<file path="config.mk">
export PLATFORM = sky130hd
export DESIGN_NAME = bcs_charge_seq
export DESIGN_NICKNAME = d
export VERILOG_FILES = /design/src/rtl/bcs_pkg.sv /design/src/rtl/bcs_charge_seq.sv /design/src/rtl/bcs_sync.sv /design/src/rtl/bcs_timer.sv
export VERILOG_INCLUDE_DIRS = /design/src /design/src/rtl
export SDC_FILE = /design/constraint.sdc
export NUM_CORES = 1
export LEC_CHECK = 0
export BUFFER_PORTS_ARGS = -buffer_cell sky130_fd_sc_hd__buf_2
export CORE_MARGIN = 2
export CORE_UTILIZATION = 45
export DETAILED_ROUTE_END_ITERATION = 8
export PLACE_DENSITY_LB_ADDON = 0.05
export SETUP_SLACK_MARGIN = 0.4
export SYNTH_ARGS = -nofsm -noshare
export SYNTH_HDL_FRONTEND = slang
export SYNTH_HIERARCHICAL = 1
export SYNTH_SLANG_ARGS = --single-unit
</file>
<file path="constraint.sdc">
create_clock -name i_clk_sys -period 5.5 [get_ports i_clk_sys]
set_input_delay 0.55 -clock i_clk_sys [delete_from_list [all_inputs] [get_ports i_clk_sys]]
set_output_delay 0.55 -clock i_clk_sys [all_outputs]
set_load 0.005 [all_outputs]
</file>
<file path="src/rtl/bcs_params.svh">
// Constants for the battery charge sequencer
`ifndef BCS_PARAMS_SVH
`define BCS_PARAMS_SVH
// ================================================================
// Register offsets
`define BCS_CMD_OFS          8'h39
// ================================================================
// Command register field positions (write-only bits)
`define BCS_CMD_HALT_BIT     0
`define BCS_CMD_RESUME_BIT   1
// ================================================================
// Configuration encodings and reset values
`define BCS_EOC_CTRL_RST     2'h0
`define BCS_HICUR_CODE       2'h3
`define BCS_AUTO_ON          1'h1
// End-of-charge level: percent of full-rate current (0.1C is 10 %)
`define BCS_EOC_PCT_01C      7'h0a
`define BCS_PCT_FULL         7'h64
// ================================================================
// Timing: input stability and delay tick
`define BCS_STABLE_US        10
`define BCS_CLK_MHZ          50
`define BCS_STABLE_CYC       (`BCS_STABLE_US * `BCS_CLK_MHZ)
`define BCS_TICK_MS          1
`define BCS_TICK_CYC         (`BCS_TICK_MS * 1000 * `BCS_CLK_MHZ)
`endif

</file>
<file path="src/rtl/bcs_pkg.sv">
// Types of the battery charge sequencer
package bcs_pkg;
    typedef enum logic [2:0] {
        BCS_IDLE,
        BCS_PRECHARGE,
        BCS_FULLRATE,
        BCS_CONST_V,
        BCS_DONE,
        BCS_HALTED
    } bcs_state_t;
endpackage

</file>
<file path="src/rtl/bcs_charge_seq.sv">
// Charge sequencer top: command register and charging state machine
`timescale 1ns/1ps
`include "bcs_params.svh"

// Functional notes
// - Stable charger input starts a charge cycle in pre-charge.
// - Pre-charge until battery passes full-rate threshold, then full-rate.
// - Full-rate until termination voltage, then hold constant voltage.
// - End-of-charge may end a cycle only from constant-voltage state.
// - Auto start/stop bit 1 selects automatic end-of-charge, else manual.
// - Auto mode ends cycle when current falls below selected level.
// - The 0.1C level equals ten percent of full-rate current.
// - Current must stay below level for the programmed delay before ending.
// - Halt bit at 0x39 stops charging; resume bit restarts it.
// - Halt and resume are write-only; at most one set per write.
// - End-of-charge control bits reset to 00, disabling detection.
// - Top current bits 11 disable limit, overvoltage, thermal regulation.
// - In automatic mode, charging restarts when battery is more than restart offset below termination.
module bcs_charge_seq #(
    parameter int ADC_W   = 12,
    parameter int ICHG_W  = 6,
    parameter int DLY_W   = 24,
    parameter int STAB_W  = 16,
    parameter int STABLE_CYC = `BCS_STABLE_CYC
) (
    // Clock, reset, enable
    input  wire logic              i_clk_sys,
    input  wire logic              i_arst_n,
    input  wire logic              i_ce,
    // Register write port
    input  wire logic              i_reg_wr,
    input  wire logic [7:0]        i_reg_addr,
    input  wire logic [7:0]        i_reg_wdata,
    // Configuration from the register file
    input  wire logic              i_auto_start_stop,
    input  wire logic [1:0]        i_eoc_ctrl,
    input  wire logic [ICHG_W-1:0] i_charge_current_setting,
    input  wire logic [6:0]        i_eoc_pct,
    input  wire logic [DLY_W-1:0]  i_eoc_delay_cyc,
    // Thresholds in measurement units
    input  wire logic [ADC_W-1:0]  i_full_rate_thr,
    input  wire logic [ADC_W-1:0]  i_term_thr,
    input  wire logic [ADC_W-1:0]  i_restart_ofs,
    input  wire logic [ADC_W-1:0]  i_full_current,
    // Analog comparator and measurement inputs (asynchronous)
    input  wire logic              i_charger_supply_input,
    input  wire logic [ADC_W-1:0]  i_battery_voltage,
    input  wire logic [ADC_W-1:0]  i_charge_current,
    // Charger controls
    output logic                   o_precharge_current,
    output logic                   o_full_rate_en,
    output logic                   o_const_v_en,
    output logic                   o_current_limit_en,
    output logic                   o_batt_ovp_en,
    output logic                   o_thermal_reg_en,
    output logic                   o_eoc_done,
    output logic [2:0]             o_state
);
    // ================================================================
    // Input synchronisation
    logic               supply_ok;
    logic [2*ADC_W-1:0] meas_sync;
    logic [2*ADC_W-1:0] meas_prev_reg;
    logic [2*ADC_W-1:0] meas_reg;
    logic               meas_steady;
    logic [ADC_W-1:0]   vbat_s;
    logic [ADC_W-1:0]   ichg_s;

    bcs_sync #(.W(1)) u_sync_in (
        .i_clk_sys (i_clk_sys),
        .i_arst_n  (i_arst_n),
        .i_ce      (i_ce),
        .i_async   (i_charger_supply_input),
        .o_sync    (supply_ok)
    );
    bcs_sync #(.W(2*ADC_W)) u_sync_meas (
        .i_clk_sys (i_clk_sys),
        .i_arst_n  (i_arst_n),
        .i_ce      (i_ce),
        .i_async   ({i_battery_voltage, i_charge_current}),
        .o_sync    (meas_sync)
    );

    // ================================================================
    // Measurement capture
    // Bits of a word may cross in different cycles; a word is taken
    // only when two samples in a row agree, so no torn value reaches
    // the comparators. Cost: two more cycles of latency, and a value
    // that changes on every cycle is never taken.
    assign meas_steady = (meas_sync == meas_prev_reg);

    always_ff @(posedge i_clk_sys or negedge i_arst_n) begin
        if (!i_arst_n) begin
            meas_prev_reg <= '0;
            meas_reg      <= '0;
        end else if (i_ce) begin
            meas_prev_reg <= meas_sync;
            if (meas_steady) begin
                meas_reg <= meas_sync;
            end
        end
    end

    assign {vbat_s, ichg_s} = meas_reg;

    // ================================================================
    // Input qualification: supply must be present for a stable span
    logic [STAB_W-1:0] stab_span;
    logic              supply_stable;
    logic              stable_dly_reg;
    logic              stable_rise;

    assign stab_span = STAB_W'(STABLE_CYC);

    // A supply glitch restarts qualification from zero
    bcs_timer #(.W(STAB_W)) u_stab (
        .i_clk_sys (i_clk_sys),
        .i_arst_n  (i_arst_n),
        .i_ce      (i_ce),
        .i_cond    (supply_ok),
        .i_span    (stab_span),
        .o_done    (supply_stable)
    );

    always_ff @(posedge i_clk_sys or negedge i_arst_n) begin
        if (!i_arst_n) begin
            stable_dly_reg <= 1'b0;
        end else if (i_ce) begin
            stable_dly_reg <= supply_stable;
        end
    end
    assign stable_rise = supply_stable && !stable_dly_reg;

    // ================================================================
    // Command decode of the write-only halt/resume bits
    logic cmd_hit;
    logic halt_cmd;
    logic resume_cmd;

    assign cmd_hit    = i_reg_wr && (i_reg_addr == `BCS_CMD_OFS);
    // Commands act only in the cycle of the write and leave no state,
    // so a later strobe cannot replay an old command
    // Both bits in one write is illegal; it is ignored as a whole
    assign halt_cmd   = cmd_hit && i_reg_wdata[`BCS_CMD_HALT_BIT]
                        && !i_reg_wdata[`BCS_CMD_RESUME_BIT];
    assign resume_cmd = cmd_hit && i_reg_wdata[`BCS_CMD_RESUME_BIT]
                        && !i_reg_wdata[`BCS_CMD_HALT_BIT];

    // ================================================================
    // End-of-charge threshold: percentage of full-rate current
    // Rounds down, so the level never sits above the exact fraction
    function automatic logic [ADC_W-1:0] pct_of(
        input logic [ADC_W-1:0] full,
        input logic [6:0]       pct
    );
        logic [ADC_W+6:0] prod;
        prod   = full * pct;
        pct_of = ADC_W'(prod / `BCS_PCT_FULL);
    endfunction

    logic [ADC_W-1:0] eoc_thr;
    logic             eoc_enabled;
    logic             auto_mode;
    logic             below_eoc;
    logic             eoc_hit;
    logic             in_cv;

    assign eoc_thr     = pct_of(i_full_current, i_eoc_pct);
    // Detection stays masked while the control bits are at reset 00
    assign eoc_enabled = (i_eoc_ctrl != `BCS_EOC_CTRL_RST);
    assign auto_mode   = (i_auto_start_stop == `BCS_AUTO_ON);
    assign below_eoc   = (ichg_s < eoc_thr);

    // Any condition dropping out restarts the delay count
    bcs_timer #(.W(DLY_W)) u_eoc_dly (
        .i_clk_sys (i_clk_sys),
        .i_arst_n  (i_arst_n),
        .i_ce      (i_ce),
        .i_cond    (in_cv && auto_mode && eoc_enabled && below_eoc),
        .i_span    (i_eoc_delay_cyc),
        .o_done    (eoc_hit)
    );

    // ================================================================
    // Voltage comparisons
    logic             above_full_rate;
    logic             at_term;
    logic [ADC_W-1:0] restart_lvl;
    logic             below_restart;

    assign above_full_rate = (vbat_s > i_full_rate_thr);
    assign at_term         = (vbat_s >= i_term_thr);
    // An offset at or above termination gives zero, which never restarts
    assign restart_lvl     = (i_term_thr > i_restart_ofs) ?
                             ADC_W'(i_term_thr - i_restart_ofs) : '0;
    assign below_restart   = (vbat_s < restart_lvl);

    // ================================================================
    // Charge state machine
    bcs_pkg::bcs_state_t state_reg;
    bcs_pkg::bcs_state_t state_next;
    logic                charging;

    assign in_cv    = (state_reg == bcs_pkg::BCS_CONST_V);
    assign charging = (state_reg == bcs_pkg::BCS_PRECHARGE)
                      || (state_reg == bcs_pkg::BCS_FULLRATE) || in_cv;

    always_comb begin
        state_next = state_reg;
        // Supply loss outranks a halt, and a halt outranks any phase change
        if (!supply_stable) begin
            // Input loss aborts whatever is running
            state_next = bcs_pkg::BCS_IDLE;
        end else if (halt_cmd) begin
            state_next = bcs_pkg::BCS_HALTED;
        end else begin
            unique case (state_reg)
                bcs_pkg::BCS_IDLE: begin
                    // A fresh qualification starts a cycle, not a held supply
                    if (stable_rise) begin
                        state_next = bcs_pkg::BCS_PRECHARGE;
                    end
                end
                bcs_pkg::BCS_PRECHARGE: begin
                    if (above_full_rate) begin
                        state_next = bcs_pkg::BCS_FULLRATE;
                    end
                end
                bcs_pkg::BCS_FULLRATE: begin
                    if (at_term) begin
                        state_next = bcs_pkg::BCS_CONST_V;
                    end
                end
                bcs_pkg::BCS_CONST_V: begin
                    // Only the CV phase may terminate the cycle
                    if (eoc_hit) begin
                        state_next = bcs_pkg::BCS_DONE;
                    end
                end
                bcs_pkg::BCS_DONE: begin
                    // Voltage restart only in automatic mode
                    if (resume_cmd || (auto_mode && below_restart)) begin
                        state_next = bcs_pkg::BCS_PRECHARGE;
                    end
                end
                bcs_pkg::BCS_HALTED: begin
                    // Restart thresholds are ignored until resumed
                    if (resume_cmd) begin
                        state_next = bcs_pkg::BCS_PRECHARGE;
                    end
                end
            endcase
        end
    end

    always_ff @(posedge i_clk_sys or negedge i_arst_n) begin
        if (!i_arst_n) begin
            state_reg <= bcs_pkg::BCS_IDLE;
        end else if (i_ce) begin
            state_reg <= state_next;
        end
    end

    // ================================================================
    // Registered charger controls
    logic hicur_mode;
    // Only the two top bits pick the mode; the rest still sets current
    assign hicur_mode = (i_charge_current_setting[ICHG_W-1 -: 2]
                         == `BCS_HICUR_CODE);

    // Controls follow the next state, so they switch on the same edge
    always_ff @(posedge i_clk_sys or negedge i_arst_n) begin
        if (!i_arst_n) begin
            o_precharge_current <= 1'b0;
            o_full_rate_en      <= 1'b0;
            o_const_v_en        <= 1'b0;
            o_eoc_done          <= 1'b0;
        end else if (i_ce) begin
            o_precharge_current <= (state_next == bcs_pkg::BCS_PRECHARGE);
            o_full_rate_en      <= (state_next == bcs_pkg::BCS_FULLRATE);
            o_const_v_en        <= (state_next == bcs_pkg::BCS_CONST_V);
            o_eoc_done          <= (state_next == bcs_pkg::BCS_DONE);
        end
    end

    // Protections come out of reset on, so the charger is never left
    // unguarded; only the high-current setting (top current bits 11) turns them off
    always_ff @(posedge i_clk_sys or negedge i_arst_n) begin
        if (!i_arst_n) begin
            o_current_limit_en  <= 1'b1;
            o_batt_ovp_en       <= 1'b1;
            o_thermal_reg_en    <= 1'b1;
        end else if (i_ce) begin
            o_current_limit_en  <= !hicur_mode;
            o_batt_ovp_en       <= !hicur_mode;
            o_thermal_reg_en    <= !hicur_mode;
        end
    end

    assign o_state = state_reg;

    logic unused_charging;
    assign unused_charging = charging;
endmodule // bcs_charge_seq

</file>
<file path="src/rtl/bcs_sync.sv">
// Two flip-flop synchroniser for asynchronous level inputs
`timescale 1ns/1ps
module bcs_sync #(
    parameter int W = 1
) (
    // Clock and reset
    input  wire logic         i_clk_sys,
    input  wire logic         i_arst_n,
    input  wire logic         i_ce,
    // Data
    input  wire logic [W-1:0] i_async,
    output logic      [W-1:0] o_sync
);
    logic [W-1:0] meta_reg;
    logic [W-1:0] sync_reg;

    always_ff @(posedge i_clk_sys or negedge i_arst_n) begin
        if (!i_arst_n) begin
            meta_reg <= '0;
            sync_reg <= '0;
        end else if (i_ce) begin
            meta_reg <= i_async;
            sync_reg <= meta_reg;
        end
    end

    assign o_sync = sync_reg;
endmodule // bcs_sync

</file>
<file path="src/rtl/bcs_timer.sv">
// Cycle counter that reports when a condition held for a full span
`timescale 1ns/1ps
module bcs_timer #(
    parameter int W = 24
) (
    // Clock and reset
    input  wire logic         i_clk_sys,
    input  wire logic         i_arst_n,
    input  wire logic         i_ce,
    // Condition and span
    input  wire logic         i_cond,
    input  wire logic [W-1:0] i_span,
    output logic              o_done
);
    logic [W-1:0] cnt_reg;

    // Any break in the condition restarts the count from zero
    always_ff @(posedge i_clk_sys or negedge i_arst_n) begin
        if (!i_arst_n) begin
            cnt_reg <= '0;
        end else if (i_ce) begin
            if (!i_cond) begin
                cnt_reg <= '0;
            end else if (cnt_reg < i_span) begin
                cnt_reg <= cnt_reg + W'(1);
            end
        end
    end

    assign o_done = i_cond && (cnt_reg >= i_span);
endmodule // bcs_timer

</file>
Word-level counts from Yosys, hierarchy flattened
Index checks and enable logic that the tools add are counted.
{"block": "classes", "eq_ne": 14, "n_lt_le_gt_ge": 9, "reduce_logical": 22, "multipliers": 1, "div_mod_pow": 1, "mux": 14, "addsub": 3}
{"cell": "$mux 24", "count": 2}
{"cell": "$mux 16", "count": 2}
{"cell": "$add 24x1->24 const B", "count": 1}
{"cell": "$eq 24x24->1", "count": 1}
{"cell": "$ge 24x24->1", "count": 1}
{"cell": "$gt 12x12->1", "count": 2}
{"cell": "$lt 12x12->1", "count": 2}
{"cell": "$lt 24x24->1", "count": 1}
{"cell": "$mux 3", "count": 8}
{"cell": "$div 19x7->19 const B", "count": 1}
{"cell": "$mul 12x7->19", "count": 1}
{"cell": "$pmux 3 s6", "count": 1}
{"cell": "$add 16x1->16 const B", "count": 1}
{"cell": "$ge 16x9->1 const B", "count": 1}
{"cell": "$lt 16x9->1 const B", "count": 1}
{"cell": "$eq 3x2->1 const B", "count": 4}
{"cell": "$ge 12x12->1", "count": 1}
{"cell": "$logic_and 1x1->1", "count": 12}
{"cell": "$mux 12", "count": 1}
{"cell": "$sub 12x12->12", "count": 1}
{"cell": "$eq 3x3->1 const B", "count": 3}
{"cell": "$eq 8x6->1 const B", "count": 1}
{"cell": "$eq 3x1->1 const B", "count": 2}
{"cell": "$reduce_and 2->1", "count": 3}
{"cell": "other kinds (7)", "count": 10}
{"block": "word_totals", "output_inout_bits": 10, "in_bits": 133, "elab_cells": 79, "reg_bits": 147}

Logic depth before layout (Yosys ltp)
{"block": "logic_depth", "depth_word": 10, "depth_mapped": 64, "ltp_nobuf": 56}

Cells and area by module
The synthesis kept the hierarchy.
{"mod": "bcs_charge_seq", "area_per_inst_um2": 9942.0, "n_inst": 1, "seq_area_each_um2": 1427.6, "cells_per_inst": 1174}
{"mod": "bcs_timer at u_eoc_dly", "area_per_inst_um2": 1998.2, "n_inst": 1, "seq_area_each_um2": 600.6, "cells_per_inst": 241}
{"mod": "bcs_sync at u_sync_meas", "area_per_inst_um2": 1860.5, "n_inst": 1, "seq_area_each_um2": 1201.2, "cells_per_inst": 101}
{"mod": "bcs_timer at u_stab", "area_per_inst_um2": 1410.1, "n_inst": 1, "seq_area_each_um2": 400.4, "cells_per_inst": 170}
{"mod": "bcs_sync at u_sync_in", "area_per_inst_um2": 72.6, "n_inst": 1, "seq_area_each_um2": 50.0, "cells_per_inst": 4}

Worst setup path after synthesis
OpenSTA, ideal clock, no wires.
{"block": "synth_path", "path_kind": "input port to flip-flop", "start": "in i_eoc_pct[6]", "end": "reg o_precharge_current", "t_required_ns": 5.379, "cell_stages": 58, "setup_time_ns": 0.121, "arrival_ns": 13.596, "path_buffers": 7, "slack_ns": -8.217, "cell_sequence": "clkbuf_1 > and2_1 > fa_1 > inv_1 > fa_1 > inv_1 > fa_1 > inv_1 > fa_1 > inv_1 > ha_1 > buf_2 > and3_4 > a221o_1 > or4_1 > and3_1 > buf_6 > nand2_4 > [22 not listed] > o21ai_2 > xnor2_1 > o31a_1 > ha_1 > or4_1 > nor2_1 > o31a_1 > o21ai_0 > o211ai_1 > nand3_1 > or4_4 > o41ai_1 > o21ai_0 > a211o_1 > or3_1 > nand2_1 > nor2_1 > a22o_1"}
{"block": "synth_between", "elab_chain_cells": 10}
{"item": "start, declared", "line": "bcs_charge_seq.sv:38", "rtl": "input wire logic [6:0] i_eoc_pct,"}
{"item": "$mul 12x7->19", "line": "bcs_charge_seq.sv:157", "rtl": "prod = full * pct;"}
{"item": "$div 19x7->19 (no line)"}
{"item": "$lt 12x12->1", "line": "bcs_charge_seq.sv:172", "rtl": "assign below_eoc = (ichg_s < eoc_thr);"}
{"item": "$logic_and 1x1->1", "line": "bcs_charge_seq.sv:179", "rtl": ".i_cond (in_cv && auto_mode && eoc_enabled && below_eoc),"}
{"item": "$logic_and 1x1->1", "line": "bcs_timer.sv:30", "rtl": "assign o_done = i_cond && (cnt_reg >= i_span);"}
{"item": "net eoc_hit", "line": "bcs_charge_seq.sv:165", "rtl": "logic eoc_hit;"}
{"item": "$mux 3", "line": "bcs_charge_seq.sv:236", "rtl": "if (eoc_hit) begin"}
{"item": "$pmux 3 s6", "line": "bcs_charge_seq.sv:217", "rtl": "unique case (state_reg)"}
{"item": "$mux 3", "line": "bcs_charge_seq.sv:214", "rtl": "end else if (halt_cmd) begin"}
{"item": "$mux 3", "line": "bcs_charge_seq.sv:211", "rtl": "if (!supply_stable) begin"}
{"item": "$eq 3x1->1", "line": "bcs_charge_seq.sv:279", "rtl": "o_precharge_current <= (state_next == bcs_pkg::BCS_PRECHARGE);"}
{"item": "end signal, assigned", "line": "bcs_charge_seq.sv:279"}
{"item": "end, declared", "line": "bcs_charge_seq.sv:50", "rtl": "output logic o_precharge_current,"}
The timed path passes the listed nets, and every way through them passes these cells.
A chain may end at the register's enable or synchronous reset.

Worst setup path after layout
{"block": "layout_path", "start": "in i_full_current[6]", "end": "reg o_precharge_current"}
{"block": "layout_between", "elab_chain_cells": 10}
{"item": "start, declared", "line": "bcs_charge_seq.sv:44", "rtl": "input wire logic [ADC_W-1:0] i_full_current,"}
{"item": "$mul 12x7->19", "line": "bcs_charge_seq.sv:157"}
{"item": "$div 19x7->19 (no line)"}
{"item": "$lt 12x12->1", "line": "bcs_charge_seq.sv:172"}
{"item": "$logic_and 1x1->1", "line": "bcs_charge_seq.sv:179"}
{"item": "$logic_and 1x1->1", "line": "bcs_timer.sv:30"}
{"item": "net eoc_hit", "line": "bcs_charge_seq.sv:165"}
{"item": "$mux 3", "line": "bcs_charge_seq.sv:236"}
{"item": "$pmux 3 s6", "line": "bcs_charge_seq.sv:217"}
{"item": "$mux 3", "line": "bcs_charge_seq.sv:214"}
{"item": "$mux 3", "line": "bcs_charge_seq.sv:211"}
{"item": "$eq 3x1->1", "line": "bcs_charge_seq.sv:279"}
The timed path passes the listed nets, and every way through them passes these cells.

==> out/metrics.cfg <==
[run_status]
status=complete, but fails checks
failed_checks=negative setup slack

[sta]
worst_slack_ps=-7430
period_minus_slack_ps=12930
fin_crit_sh_pct=235
clock.fmax_mhz=77.3
finalMaxSlewViolations=0
setup_viol=31
slew_headroom_pct=38.6
final_hold_viol_count=0
skew_ps=16.2
rsz0062_at_grt=true
tightest_slew_ps=915

[synth]
syn_inst=1690
synth-edff-count=0
async_reset_ff_share_pct=100
ys_seq_elements=147
ys_types=119
synth_warnings=6
avgSynthCellArea_um2=9.04
synth_area_leaders=dfrtp_1, ha_1, fa_1, mux2_2, nand2_1
synthesis.area_um2=15300
synth-main-ff-cell=dfrtp_1
synth_top_area_share_pct=23.9
synth_top_area_cell=dfrtp_1
ys_seq_area_share_pct=24.1

[route]
routed_via_density=5.57
drt_wl_total_um=44600
ant_nets=0
drt_iter0_drc=820
drc_errors=0
wl_per_cell_um=16.8
dr.pass1.iters=5
vias=14700

[worst_setup_path]
cp_data_arrival_time_ps=13250
critPathCaptureType=flip-flop
cpMaxStageDelayCell=fa_1
crit_required_ps=5820
crit_path_start_kind=input pin
cp_max_fo=7
critPathMaxStageDelay_ps=550
cp_common_cell=fa_1
setup.worst_path.class=in -> reg

[floorplanning]
initial_core_util_pct=45.7
fp.dieW_um=188
num_io_pins=143
coreArea_um2=33400
num_rows=67
die-area_um2=35500
die_h_um=188

[place]
io_buffers=132
place_hpwl_um=33600
place_congestion=0.861

[global_routing]
grt.overflow.total=0
grtUsageTotal_pct=25.3
grt_max_degree=92
grt_pass1_vias=14800
grt_pass1_wl_um=74100
grt_antenna_before_repair=2

[job]
max-cap-violations=0

[cells_and_area]
final_cell_mix=buf_4, dfrtp_1, nand2_1, inv_1, ha_1
area_growth_pct=39.3
num_antenna_cells=0
layout_commonest_cell=buf_4
regArea_um2=3680
drive_above_1_share_pct=41.2
multiInputGateArea_um2=12000
n_fill_cell=2800
finalNetCount=2504
final_util_pct=63.6

[clocking]
clkLatencyLatePin_ps=440
cts-root-buf=clkbuf_16
cts_tree=yes
cts_buffers=17
clock_sinks=147
clk_pin_slew_ps=70
cts_buffer_depth=2
h-tree-depth=4

[worst_hold_path]
hp-class=in -> async

==> area by class of cell <==
cell class              count  area share, %
multi-input cells        1352           56.5
flip-flops and latches    147           17.3
inverters                 137           2.42
clock inverters            15          0.835
repair buffers            529           18.3
well taps                 448           2.63
clock buffers              17           2.00
==> per-layer routing <==
| layer | up-vias | wire, um | track usage, % |
|---|---|---|---|
| met5 | - | 14 | 0 |
| met2 | 317 | 21600 | 43.1 |
| met1 | 7186 | 20500 | 33.9 |
| met3 | 59 | 1700 | 3.97 |
| li1 | 7168 | - | - |
| met4 | 4 | 767 | 6.16 |
==> cell usage after synthesis (10+ instances only) <==
cell	instances
a211oi_1	16
a21o_1	29
a21oi_1	88
a31oi_1	20
and2_1	76
and3_1	10
buf_2	18
buf_6	12
clkbuf_1	33
dfrtp_1	146
fa_1	50
ha_1	137
inv_1	136
mux2_2	81
mux2_4	21
nand2_1	144
nand2b_1	18
nand3_1	44
nand4_1	32
nor2_1	73
nor2b_1	14
nor3_1	25
nor4_1	13
o211ai_1	18
o21a_1	19
o21ai_0	65
o21ai_1	23
o31ai_1	36
or3_1	11
xnor2_1	28
xor2_1	33
==> timing repair <==
action | CTS | global route
cloned | 5 | 1
resized for setup | 187 | 58
hold buffers | 0 | 0
setup buffers | 43 | 26
pin swaps | 91 | 44
endpoints found under the setup margin | 31 | 31
==> cell families (layout without fill, tap and decap cells) <==
group           Yosys count  in the layout  synth area share, %
buf+inv                 207            698                 5.97
fa+ha+maj               187            187                 17.8
simple gates            511            513                 17.8
flops                   147            147                 24.1
xor+xnor                 61             61                 3.50
compound gates          468            468                 22.5
other cells               2             16               0.0491
mux                     107            107                 8.38
==> path summary, 6_finish.rpt <==
| kind | startpoint | end | slack (ps) | cells after the start |
|---|---|---|---|---|
| max in group asynchronous | i_arst_n | u_stab/cnt_reg[11] | 4030 | 2 |
| worst max-delay path | i_full_current[6] | o_precharge_current | -7430 | 58 |
| worst min register to register | u_sync_meas/meta_reg[16] | u_sync_meas/meta_reg[16] | 510 | 1 |
| min in group i_clk_sys | i_charge_current_setting[5] | o_batt_ovp_en | 260 | 2 |
| worst max register to register | meas_reg[5] | o_precharge_current | 720 | 23 |
| worst min-delay path | i_arst_n | u_eoc_dly/cnt_reg[18] | 130 | 1 |
==> worst max-delay path: cells and delay by family <==
family / cells / cell delay (ps)
AO/OA/AOI/OAI: 22 / 4750
AND/OR/NAND/NOR: 18 / 3710
adder cells (fa/ha/maj): 6 / 2520
buffers and inverters: 10 / 990
multiplexers: 2 / 690
==> metrics by stage <==
stage	TNS, ps	worst slack, ps	cell area (um2)	hold WS [ps]	instances
global placement	-232870	-8000	19000	484	2538
floorplan	-217810	-7510	15700	254	1704
CTS	-207300	-7240	20800	188	2618
detailed placement	-238080	-8190	19000	489	2538
finish	-216750	-7430	21300	128	2645
global route	-233110	-7980	21300	225	2645
Power is not shown: default switching activity piles up to over one toggle a cycle in this logic, so the estimate is an artifact.
